==> src/adc_out_map.svh <==
`ifndef ADC_OUT_MAP_SVH
`define ADC_OUT_MAP_SVH
`define CODE_W 12
`define CODE_MAX 12'hfff
`define CODE_ZERO 12'h000
`define POS_W 18
`define AIN_W 16
`define BIPOLAR_OFFSET 18'sh02000
`define STEP_FINE 18'sh00002
`define STEP_COARSE 18'sh00004
`define HALF_FINE 18'sh00001
`define HALF_COARSE 18'sh00002
`define SYS_CLK_PERIOD_NS 50
`define MIN_PHASE_NS 167
`define MIN_PHASE_CYC ((`MIN_PHASE_NS + `SYS_CLK_PERIOD_NS - 1) / `SYS_CLK_PERIOD_NS)
`define MIN_CLK_FREQ_KHZ 20
`define MAX_PERIOD_CYC (1000000 / (`MIN_CLK_FREQ_KHZ * `SYS_CLK_PERIOD_NS))
`define PHASE_CNT_W 11
`define STAGES 3
`define RANGE_SEL_UNI_LOW 2'h0
`define RANGE_SEL_UNI_HIGH 2'h1
`define RANGE_SEL_BIPOLAR 2'h2
`endif

==> src/adc_out_pkg.sv <==
package adc_out_pkg;
	`include "adc_out_map.svh"
	typedef enum logic [1:0] {RANGE_UNI_LOW, RANGE_UNI_HIGH, RANGE_BIPOLAR} range_t;
	typedef logic [`CODE_W-1:0] code_t;
	typedef logic signed [`POS_W-1:0] pos_t;
endpackage : adc_out_pkg

==> src/adc_output_stage.sv <==
`timescale 1ns/1ps
module adc_output_stage
	import adc_out_pkg::*;
(
	input wire logic clk_sys,
	input wire logic nrst,
	input wire logic convClk,
	input wire logic signed [`AIN_W-1:0] ain,
	input wire logic [1:0] rangeSel,
	input wire logic refChange,
	output code_t dataOut,
	output logic out_of_range_flag,
	output logic top_output_bit,
	output logic resultValid,
	output logic dataStrobe,
	output logic phaseFault,
	output logic clockStalled
);
	typedef struct packed {
		logic convClkPrev;
		logic signed [`AIN_W-1:0] held;
		code_t [`STAGES-1:0] code;
		logic [`STAGES-1:0] flag;
		logic [`STAGES-1:0] good;
		code_t dataOut;
		logic flagOut;
		logic validOut;
		logic strobe;
		logic [`PHASE_CNT_W-1:0] phaseCnt;
		logic phaseFault;
		logic clockStalled;
	} state_t;

	state_t cur_ff;
	state_t nxt_cur;
	code_t qCode;
	logic qFlag;
	range_t range;

	function automatic range_t decode_range(input logic [1:0] sel);
		range_t r;
		r = RANGE_UNI_LOW;
		if (sel == `RANGE_SEL_UNI_HIGH) begin
			r = RANGE_UNI_HIGH;
		end else if (sel == `RANGE_SEL_BIPOLAR) begin
			r = RANGE_BIPOLAR;
		end
		return r;
	endfunction : decode_range

	assign range = decode_range(rangeSel);

	adc_quantizer quant (
		.ain(cur_ff.held),
		.range(range),
		.code(qCode),
		.outOfRange(qFlag)
	);

	always_comb begin
		logic rise;
		logic fall;
		rise = 1'b0;
		fall = 1'b0;
		nxt_cur = cur_ff;
		rise = convClk & ~cur_ff.convClkPrev;
		fall = ~convClk & cur_ff.convClkPrev;
		nxt_cur.convClkPrev = convClk;
		nxt_cur.strobe = 1'b0;
		if (rise || fall) begin
			nxt_cur.phaseCnt = '0;
			if (cur_ff.phaseCnt < `PHASE_CNT_W'(`MIN_PHASE_CYC - 1)) begin
				nxt_cur.phaseFault = 1'b1;
			end else begin
				nxt_cur.phaseFault = 1'b0;
			end
			nxt_cur.clockStalled = 1'b0;
		end else if (cur_ff.phaseCnt < `PHASE_CNT_W'(`MAX_PERIOD_CYC)) begin
			nxt_cur.phaseCnt = cur_ff.phaseCnt + `PHASE_CNT_W'(1);
		end else begin
			nxt_cur.clockStalled = 1'b1;
		end
		if (rise) begin
			nxt_cur.held = ain;
			nxt_cur.code[2] = cur_ff.code[1];
			nxt_cur.flag[2] = cur_ff.flag[1];
			nxt_cur.good[2] = cur_ff.good[1];
			nxt_cur.code[1] = cur_ff.code[0];
			nxt_cur.flag[1] = cur_ff.flag[0];
			nxt_cur.good[1] = cur_ff.good[0];
			nxt_cur.dataOut = cur_ff.code[2];
			nxt_cur.flagOut = cur_ff.flag[2];
			nxt_cur.validOut = cur_ff.good[2];
			nxt_cur.strobe = 1'b1;
		end
		if (fall) begin
			nxt_cur.code[0] = qCode;
			nxt_cur.flag[0] = qFlag;
			nxt_cur.good[0] = 1'b1;
		end
		if (refChange) begin
			nxt_cur.good = '0;
		end
	end

	always_ff @(posedge clk_sys) begin
		if (!nrst) begin
			cur_ff <= '0;
		end else begin
			cur_ff <= nxt_cur;
		end
	end

	assign dataOut = cur_ff.dataOut;
	assign out_of_range_flag = cur_ff.flagOut;
	assign top_output_bit = cur_ff.dataOut[`CODE_W-1];
	assign resultValid = cur_ff.validOut;
	assign dataStrobe = cur_ff.strobe;
	assign phaseFault = cur_ff.phaseFault;
	assign clockStalled = cur_ff.clockStalled;
endmodule : adc_output_stage

==> src/adc_quantizer.sv <==
`timescale 1ns/1ps
module adc_quantizer
	import adc_out_pkg::*;
(
	input wire logic signed [`AIN_W-1:0] ain,
	input wire range_t range,
	output code_t code,
	output logic outOfRange
);
	pos_t pos;
	pos_t step;
	pos_t half;
	pos_t top;
	pos_t quot;
	always_comb begin
		// Position above the low end of the range, in fine half-step units
		pos = pos_t'(ain);
		step = `STEP_COARSE;
		half = `HALF_COARSE;
		unique case (range)
			RANGE_UNI_LOW: begin
				step = `STEP_FINE;
				half = `HALF_FINE;
			end
			RANGE_UNI_HIGH: begin
			end
			RANGE_BIPOLAR: begin
				pos = pos_t'(ain) + `BIPOLAR_OFFSET;
			end
		endcase
		top = pos_t'({6'h00, `CODE_MAX}) * step;
		quot = (pos + half) / step;
		code = quot[`CODE_W-1:0];
		outOfRange = 1'b0;
		if (pos < -half) begin
			code = `CODE_ZERO;
			outOfRange = 1'b1;
		end else if (pos > top + half) begin
			code = `CODE_MAX;
			outOfRange = 1'b1;
		end else if (pos + half >= top + step) begin
			code = `CODE_MAX;
		end
	end
endmodule : adc_quantizer

==> config.mk <==
export PLATFORM = sky130hd
export DESIGN_NAME = adc_output_stage
export DESIGN_NICKNAME = d
export VERILOG_FILES = /design/src/adc_out_pkg.sv /design/src/adc_output_stage.sv /design/src/adc_quantizer.sv
export VERILOG_INCLUDE_DIRS = /design/src
export SDC_FILE = /design/constraint.sdc
export NUM_CORES = 1
export LEC_CHECK = 0
export BUFFER_PORTS_ARGS = -buffer_cell sky130_fd_sc_hd__buf_2
export CAP_MARGIN = 10
export CORE_ASPECT_RATIO = 0.9
export CORE_MARGIN = 10
export CORE_UTILIZATION = 34
export DETAILED_ROUTE_END_ITERATION = 10
export PLACE_DENSITY = 0.47
export SLEW_MARGIN = 20
export SYNTH_ARGS = -nofsm -noshare
export SYNTH_HDL_FRONTEND = slang
export SYNTH_HIERARCHICAL = 1
export SYNTH_SLANG_ARGS = --single-unit
==> constraint.sdc <==
create_clock -name clk_sys -period 77.3 [get_ports clk_sys]
set_input_delay 15.46 -clock clk_sys [delete_from_list [all_inputs] [get_ports clk_sys]]
set_output_delay 15.46 -clock clk_sys [all_outputs]
set_load 0.02 [all_outputs]
==> impl_metrics.py, run 1 <==
metrics = {
    "drt": {
        "drc": 0,
        "drt-total-wl_um": 28990,
        "drtPass1Iterations": 5,
        "final_antenna_net_count": 0,
        "num_vias": 9356,
        "avgViaCountPerCell": 5.589,
        "wire_per_inst_um": 17.32,
        "drt_iter0_drc": 693,
    },
    "critical_path": {
        "worstPathRequired_ps": 77590,
        "worstPathMaxFanout": 25,
        "crit_slowest_cell": "nor4_4",
        "cp.buffers_inverters": 7,
        "cp_data_arrival_time_ps": 47070,
        "critPathKind": "in2reg",
        "worst_path_most_repeated_cell": "ha_1",
        "critPathCaptureType": "register",
        "worst_path_largest_cell_delay_ps": 620,
        "start_kind": "input port",
        "crit_family": "simple AND/OR/NAND/NOR gates",
    },
    "sta": {
        "setup_viol": 0,
        "relSlewSlack_pct": 29.60,
        "skew_ps": 11.84,
        "max_freq_mhz": 21.37,
        "period_needed_ps": 46790,
        "worst_pin_slew_ps": 1056,
        "drv_slew": 0,
        "fin_crit_sh_pct": 60.53,
        "timing_hold_violations_final": 0,
        "tns_ps": 0,
        "rsz0062_at_grt": "false",
    },
    "yosys": {
        "synth_edf_count": 0,
        "synth_warnings": 6,
        "synth_ff_type": "dfxtp_1",
        "syn_inst": 1270,
        "synth_seq_cells": 87,
        "async_flop_share_pct": 0,
        "avgSynthCellArea_um2": 7.948,
        "synth_fp_nets": 1332,
        "synth_cell_types": 127,
        "synth_area_um2": 10090,
        "seq_area_frac_synth_pct": 17.26,
    },
    "global_routing": {
        "antenna_found_initial": 0,
        "grt_pass1_vias": 8865,
        "grt_max_degree": 77,
        "track_usage_pct": 15.35,
        "globalRouteOverflowTotal": 0,
        "grt_pass1_wl_um": 47970,
    },
    "die": {
        "fp-row-count": 59,
        "fp.coreArea_um2": 29090,
        "floorplan.initialDensity_pct": 34.70,
        "dieHeight_um": 183.5,
        "fp.dieArea_um2": 36990,
        "die_x_um": 201.6,
        "pin_count": 40,
    },
    "clock_network": {
        "postCtsSetupBuffers": 0,
        "cts_buffer_depth": 2,
        "cts_sinks": 87,
        "path_clk_slew_ps": 70,
        "hold_buffers": 0,
        "ctsResizeCount": 0,
        "clk_latency_ps": 340,
        "tritoncts": "built",
        "cts-buffers-inserted": 9,
        "cts_htree_levels": 3,
        "cts_root_buf": "clkbuf_16",
    },
    "final_layout": {
        "n_antenna_cell": 0,
        "drive_gt1_share_pct": 13.69,
        "syn_to_final_growth_pct": 7.115,
        "nNetsFinal": 1335,
    },
    "min_path": {
        "hp-class": "reg2reg",
    },
    "place": {
        "gp_congestion": 0.8888,
        "dpl.hpwl_um": 23040,
        "io_buffers": 39,
    },
    "status": {
        "status": "finished clean",
    },
    "job": {
        "cap_violations": 0,
    },
}
sequential cells by signal, indices dropped and copies added, names as in the netlist:
name and flops:
out_of_range_flag 1, dataOut 12, clockStalled 1, dataStrobe 1, phaseFault 1, cur_ff 70
resultValid 1
routing by layer:
layer | vias to the layer above | track usage (%) | part of all wire (%)
met5 | - | 0 | 0
met3 | 13 | 1.903 | 3.3
li1 | 4765 | - | -
met2 | 176 | 24.08 | 44
met1 | 4402 | 22.30 | 52
met4 | 0 | 2.313 | 0.80
through the flow:
step | std cells | instance area (µm²) | hold WS, ps | setup WS (ps) | utilization, %
2_1_floorplan | 1270 | 10090 | 440.1 | 34710 | -
3_3_place_gp | 1658 | 10520 | 443.0 | 31060 | 36.17
3_5_place_dp | 1658 | 10520 | 451.6 | 30470 | 36.17
4_1_cts | 1674 | 10810 | 461.4 | 30710 | 37.17
5_1_grt | 1674 | 10810 | 495.6 | 27710 | 37.17
6_report | 1674 | 10810 | 453.9 | 30510 | 37.17
cell type report:
cell class,count,area [µm²]
clock buffer,9,225.2
clock inverter,7,65.06
fill,3105,18270
inverter,32,122.6
multi-input combinational,1100,7936
sequential,87,1742
tap,396,495.5
timing repair buffer,43,225.2
cell usage in the layout (no fill, tap or decap), drive strengths merged, types with 22 or more instances in the layout:
master / netlist / final
o21a: 27 / 27
mux2i: 98 / 98
ha: 39 / 39
nand3: 34 / 34
xnor2: 40 / 40
a211oi: 22 / 22
buf: 38 / 43
nor3: 56 / 56
inv: 32 / 35
dfxtp: 87 / 87
o21ai: 67 / 67
xor2: 26 / 26
a21oi: 51 / 51
nor2: 107 / 107
nand2: 100 / 100
nor2b: 79 / 79
or2: 25 / 25
and2: 22 / 22
final timing paths:
path	from	endpoint	slack, ps	cells after the start
worst min-delay path	clockStalled	clockStalled	450	2
worst min register to register	clockStalled	clockStalled	450	2
worst max register to register	cur_ff[70]	cur_ff[44]	46100	120
worst max-delay path	rangeSel[0]	cur_ff[44]	30510	125
worst reg2reg max path, delay by kind of cell (launching register included):
family          cells  cell delay, ps
simple gates       52           13960
flops               1             560
mux                 9            3030
xor+xnor            2             430
compound gates     37            8020
buf+inv             4             350
fa+ha+maj          16            4810
synth_stat cells (all sizes together) (15+ instances only):
master	number	area, µm²
o21ai	67	335.3
nor3	56	327.8
and3	15	93.84
nand3	34	175.2
xnor2	40	350.3
o21a	27	204.0
or2	25	156.4
o31ai	17	166.4
nor2b	79	494.2
nand4	20	137.6
and2	22	137.6
a21oi	51	266.5
ha	39	488.0
dfxtp	87	1742
nor2	107	409.1
mux2i	98	1001
inv	32	122.6
nor4	18	180.2
o211ai	18	155.1
buf	38	259.0
a31oi	20	143.9
nand2	100	377.9
xor2	26	235.2
a211oi	22	185.2
logic make-up after synthesis:
family          count (synthesis)  share of synthesized area [%]
compound gates                332                          25.46
xor+xnor                       66                          5.801
fa+ha+maj                      41                          5.132
buf+inv                        83                          4.277
flops                          87                          17.26
mux                           109                          11.18
other cells                     1                        0.03715
simple gates                  551                          30.85
Power of run 1 is left out: the tool's default activity adds up to more than one toggle a clock period on the data nets, which glitch-free logic cannot reach.
==> run 2, diff against run 1 <==
--- a/config.mk
+++ b/config.mk
@@ -12,7 +12,7 @@
 export CORE_MARGIN = 10
 export CORE_UTILIZATION = 34
 export DETAILED_ROUTE_END_ITERATION = 10
-export PLACE_DENSITY = 0.47
+export PLACE_DENSITY = 0.49
 export SLEW_MARGIN = 20
 export SYNTH_ARGS = -nofsm -noshare
 export SYNTH_HDL_FRONTEND = slang
==> constraint.sdc (replaced) <==
create_clock -name clk_sys -period 39.6 [get_ports clk_sys]
set_input_delay 7.92 -clock clk_sys [delete_from_list [all_inputs] [get_ports clk_sys]]
set_output_delay 7.92 -clock clk_sys [all_outputs]
set_load 0.02 [all_outputs]
==> impl_metrics.py, run 2 (synthesized netlist as in run 1, its figures left out) <==
metrics = {
    "final_layout": {
        "final_cells": 1682,
        "n_antenna_cell": 0,
        "largest_reg_flops": 70,
        "nNetsFinal": 1343,
        "final_core_util_pct": 37.68,
        "drive_gt1_share_pct": 14.85,
        "layout_common_cells": "nor2_1, nand2_1, mux2i_1",
        "final_common_cell": "nor2_1",
        "top_register": "cur_ff",
        "syn_to_final_growth_pct": 8.590,
    },
    "drt": {
        "drt_iter0_drc": 695,
        "wire_per_inst_um": 17.36,
        "drtPass1Iterations": 6,
        "final_antenna_net_count": 0,
        "drc": 0,
        "num_vias": 9463,
        "avgViaCountPerCell": 5.626,
        "drt-total-wl_um": 29200,
    },
    "clock_network": {
        "cts_buffer_depth": 2,
        "cts-buffers-inserted": 9,
        "clk_latency_ps": 340,
        "tritoncts": "built",
        "cts_htree_levels": 3,
        "hold_buffers": 0,
        "cts_sinks": 87,
        "cts_root_buf": "clkbuf_16",
        "path_clk_slew_ps": 60,
    },
    "min_path": {
        "min_from": "clockStalled",
        "hp-class": "reg2reg",
    },
    "sta": {
        "period_needed_ps": 37330,
        "timing_hold_violations_final": 0,
        "fin_crit_sh_pct": 94.26,
        "worst_pin_slew_ps": 1065,
        "max_freq_mhz": 26.79,
        "setup_viol": 0,
        "relSlewSlack_pct": 29.03,
        "skew_ps": 7.705,
        "drv_slew": 0,
    },
    "critical_path": {
        "worst_path_largest_cell_delay_ps": 590,
        "r2r_cells": 121,
        "critPathKind": "in2reg",
        "crit_slowest_cell": "or4_1",
        "cp.buffers_inverters": 6,
        "cp-endpoint": "cur_ff[44]",
        "start_kind": "input port",
        "crit_cells": 125,
        "reg2reg_to": "cur_ff[44]",
        "r2r-start": "cur_ff[70]",
        "cp_data_arrival_time_ps": 37610,
        "critPathCaptureType": "register",
        "worstPathMaxFanout": 15,
        "crit_path_start": "rangeSel[1]",
        "crit_family": "simple AND/OR/NAND/NOR gates",
        "worst_path_most_repeated_cell": "ha_1",
        "reg2reg_slack_ps": 9970,
        "worstPathRequired_ps": 39880,
    },
    "die": {
        "pin_count": 40,
        "fp-row-count": 59,
        "floorplan.initialDensity_pct": 34.70,
        "fp.dieArea_um2": 36990,
        "fp.coreArea_um2": 29090,
        "dieHeight_um": 183.5,
        "die_x_um": 201.6,
    },
    "global_routing": {
        "globalRouteOverflowTotal": 0,
        "grt_pass1_vias": 8782,
        "grt_pass1_wl_um": 47450,
        "grt_max_degree": 77,
        "track_usage_pct": 15.20,
        "antenna_found_initial": 0,
    },
    "place": {
        "dpl.hpwl_um": 23080,
        "io_buffers": 39,
        "gp_congestion": 0.8894,
        "placed_cells": 1659,
    },
    "status": {
        "status": "finished clean",
    },
    "job": {
        "cap_violations": 0,
    },
}
-- run 2: repair_timing --
| item | 4_1_cts | 5_1_grt |
|---|---|---|
| setup buffers | 0 | 7 |
| setup endpoints to repair | 0 | 12 |
| resized for setup | 0 | 19 |
-- run 2: worst min-delay path by stage --
stage / cells past startpoint / slack (ps) / to
after global routing: 2 / 490 / clockStalled
final: 2 / 460 / clockStalled
after detailed placement: 2 / 460 / clockStalled
after global placement: 2 / 450 / clockStalled
after CTS: 2 / 470 / clockStalled
after floorplan: 2 / 440 / cur_ff[28]
-- run 2: routing by layer --
layer  global-route usage, %  vias up  part of all wire, %
met2                   23.68      167                   44
li1                        -     4790                    -
met3                   1.991       17                  3.5
met1                   22.07     4489                   51
met5                       0        -                    0
met4                   2.463        0                 0.84
-- run 2: cell type report --
class,instances,area (µm²)
well taps,396,495.5
repair buffers,51,285.3
clock buffers,13,240.2
fillers,3086,18120
multi-input cells,1100,8031
clock inverters,3,43.79
inverters,32,122.6
flip-flops and latches,87,1742
-- run 2: worst reg2reg max path: cells and delay by family, from the launching register on --
| family | cells | cell delay (ps) |
|---|---|---|
| compound gates | 39 | 7920 |
| xor+xnor | 1 | 150 |
| fa+ha+maj | 16 | 4810 |
| buf+inv | 4 | 370 |
| flops | 1 | 590 |
| mux | 9 | 2720 |
| simple gates | 52 | 13000 |
-- run 2: through the flow --
step | hold WS [ps] | instance area, µm² | TNS (ps) | worst slack [ps]
2_1_floorplan | 440.1 | 10090 | 0 | 4549
3_3_place_gp | 453.0 | 10530 | 0 | 943.1
3_5_place_dp | 456.0 | 10530 | 0 | 161.3
4_1_cts | 465.2 | 10810 | 0 | 441.6
5_1_grt | 485.8 | 10960 | -87.40 | -52.38
6_report | 461.8 | 10960 | 0 | 2273
Power of run 2 is left out for the same reason.
==> run 3, diff against run 2 <==
--- a/config.mk
+++ b/config.mk
@@ -16,5 +16,4 @@
 export SLEW_MARGIN = 20
 export SYNTH_ARGS = -nofsm -noshare
 export SYNTH_HDL_FRONTEND = slang
-export SYNTH_HIERARCHICAL = 1
 export SYNTH_SLANG_ARGS = --single-unit
==> impl_metrics.py, run 3 <==
metrics = {
    "clock_network": {
        "cts_buffer_depth": 2,
        "clk_latency_ps": 350,
        "hold_buffers": 0,
        "path_clk_slew_ps": 70,
        "cts-buffers-inserted": 9,
        "cts_sinks": 87,
        "cts_htree_levels": 3,
        "cts_root_buf": "clkbuf_16",
        "tritoncts": "built",
    },
    "critical_path": {
        "start_kind": "input port",
        "worstPathRequired_ps": 39810,
        "cp_data_arrival_time_ps": 37310,
        "crit_family": "simple AND/OR/NAND/NOR gates",
        "cp.buffers_inverters": 4,
        "r2r_cells": 121,
        "critPathCaptureType": "register",
        "worstPathMaxFanout": 15,
        "critPathKind": "in2reg",
        "crit_slowest_cell": "o41a_1",
        "crit_cells": 124,
        "worst_path_most_repeated_cell": "ha_1",
        "worst_path_largest_cell_delay_ps": 630,
    },
    "die": {
        "dieHeight_um": 182.9,
        "floorplan.initialDensity_pct": 34.57,
        "fp-row-count": 59,
        "die_x_um": 201.0,
        "pin_count": 40,
        "fp.coreArea_um2": 29010,
        "fp.dieArea_um2": 36770,
    },
    "sta": {
        "drv_slew": 0,
        "fin_crit_sh_pct": 93.68,
        "tns_ps": 0,
        "timing_hold_violations_final": 0,
        "worst_pin_slew_ps": 1131,
        "period_needed_ps": 37100,
        "relSlewSlack_pct": 24.63,
        "max_freq_mhz": 26.96,
        "skew_ps": 10.30,
        "rsz0062_at_grt": "false",
        "fin_ws_ps": 2502,
        "setup_viol": 0,
    },
    "final_layout": {
        "syn_to_final_growth_pct": 8.135,
        "nNetsFinal": 1387,
        "drive_gt1_share_pct": 13.70,
        "largest_reg_flops": 70,
        "final_common_cell": "nor2_1",
        "layout_common_cells": "nor2_1, nand2_1, dfxtp_1",
        "n_antenna_cell": 0,
        "top_register": "cur_ff",
    },
    "drt": {
        "drtPass1Iterations": 5,
        "num_vias": 9917,
        "drc": 0,
        "final_antenna_net_count": 0,
        "avgViaCountPerCell": 5.752,
        "wire_per_inst_um": 17.99,
        "drt-total-wl_um": 31020,
        "drt_iter0_drc": 711,
    },
    "place": {
        "post-place-ws_ps": 688.4,
        "io_buffers": 39,
        "gp_congestion": 0.9020,
        "dpl.hpwl_um": 24450,
    },
    "global_routing": {
        "grt_pass1_wl_um": 50340,
        "grt_pass1_vias": 9242,
        "track_usage_pct": 16.44,
        "antenna_found_initial": 0,
        "globalRouteOverflowTotal": 0,
        "grt_max_degree": 60,
    },
    "yosys": {
        "synth_area_um2": 10030,
        "synth_cell_types": 122,
        "synth_warnings": 0,
        "synth_top_area_cell": "dfxtp_1",
        "avgSynthCellArea_um2": 7.603,
        "synth_most_common_cell": "nor2_1",
        "synth_common_cells": "nor2_1, nand2_1, dfxtp_1",
        "syn_inst": 1319,
        "synth_seq_cells": 87,
        "async_flop_share_pct": 0,
        "synth.area.top_cells": "dfxtp_1, mux2i_1, nor2_1",
        "yosys.area.top_type_share_pct": 17.37,
        "synth_ff_type": "dfxtp_1",
        "synth_fp_nets": 1383,
        "seq_area_frac_synth_pct": 17.37,
        "synth_edf_count": 0,
    },
    "job": {
        "cap_violations": 0,
    },
    "min_path": {
        "min_path_cells": 2,
        "hp-class": "reg2reg",
    },
    "status": {
        "status": "finished clean",
    },
}
[run 3: cell families after synthesis]
| logic type | count (synthesis) | share of synthesized area (%) |
|---|---|---|
| compound gates | 364 | 27.54 |
| xor+xnor | 80 | 7.062 |
| fa+ha+maj | 42 | 5.315 |
| mux | 81 | 8.397 |
| flops | 87 | 17.37 |
| buf+inv | 90 | 4.516 |
| simple gates | 574 | 29.77 |
| other cells | 1 | 0.03739 |
[run 3: per-stage QoR]
| step | cells | instance area [µm²] | utilization (%) | hold slack [ps] |
|---|---|---|---|---|
| detailed placement | 1703 | 10460 | 36.06 | 445.7 |
| global route | 1724 | 10840 | 37.38 | 496.7 |
| CTS | 1719 | 10740 | 37.03 | 457.0 |
| finish | 1724 | 10840 | 37.38 | 448.0 |
| floorplan | 1319 | 10030 | - | 440.1 |
| global placement | 1703 | 10460 | 36.06 | 436.8 |
[run 3: path summary, 6_finish.rpt]
check                             startpoint           end  slack (ps)
worst max-delay path             rangeSel[0]    cur_ff[42]        2500
worst min-delay path            clockStalled  clockStalled         450
worst max register to register    cur_ff[70]    cur_ff[42]       10080
worst min register to register  clockStalled  clockStalled         450
[run 3: layout make-up]
type	instances	area (µm²)
tap	396	495.5
fill	3072	18170
multi-input combinational	1142	7909
timing repair buffer	54	307.8
clock inverter	6	52.55
inverter	29	108.9
sequential	87	1742
clock buffer	10	229.0
[run 3: tightest hold or removal path: stages (launching register included)]
cell	delay, ps
dfxtp_1	310
inv_1	50
a21oi_1	50
[run 3: timing repair]
action | 4_1_cts | 5_1_grt
buffers inserted | 0 | 5
resized for setup | 0 | 17
hold endpoints to repair | 0 | 0
endpoints found under the setup margin | 0 | 12
[run 3: per-layer routing]
layer  part of all wire [%]  GRT usage, %  wire length, µm
met1                     51         23.74            15720
met2                     42         24.78            13160
met3                    5.6         2.854             1731
met4                    1.3         3.783              401
met5                      0             0                0
Power of run 3 is left out for the same reason.
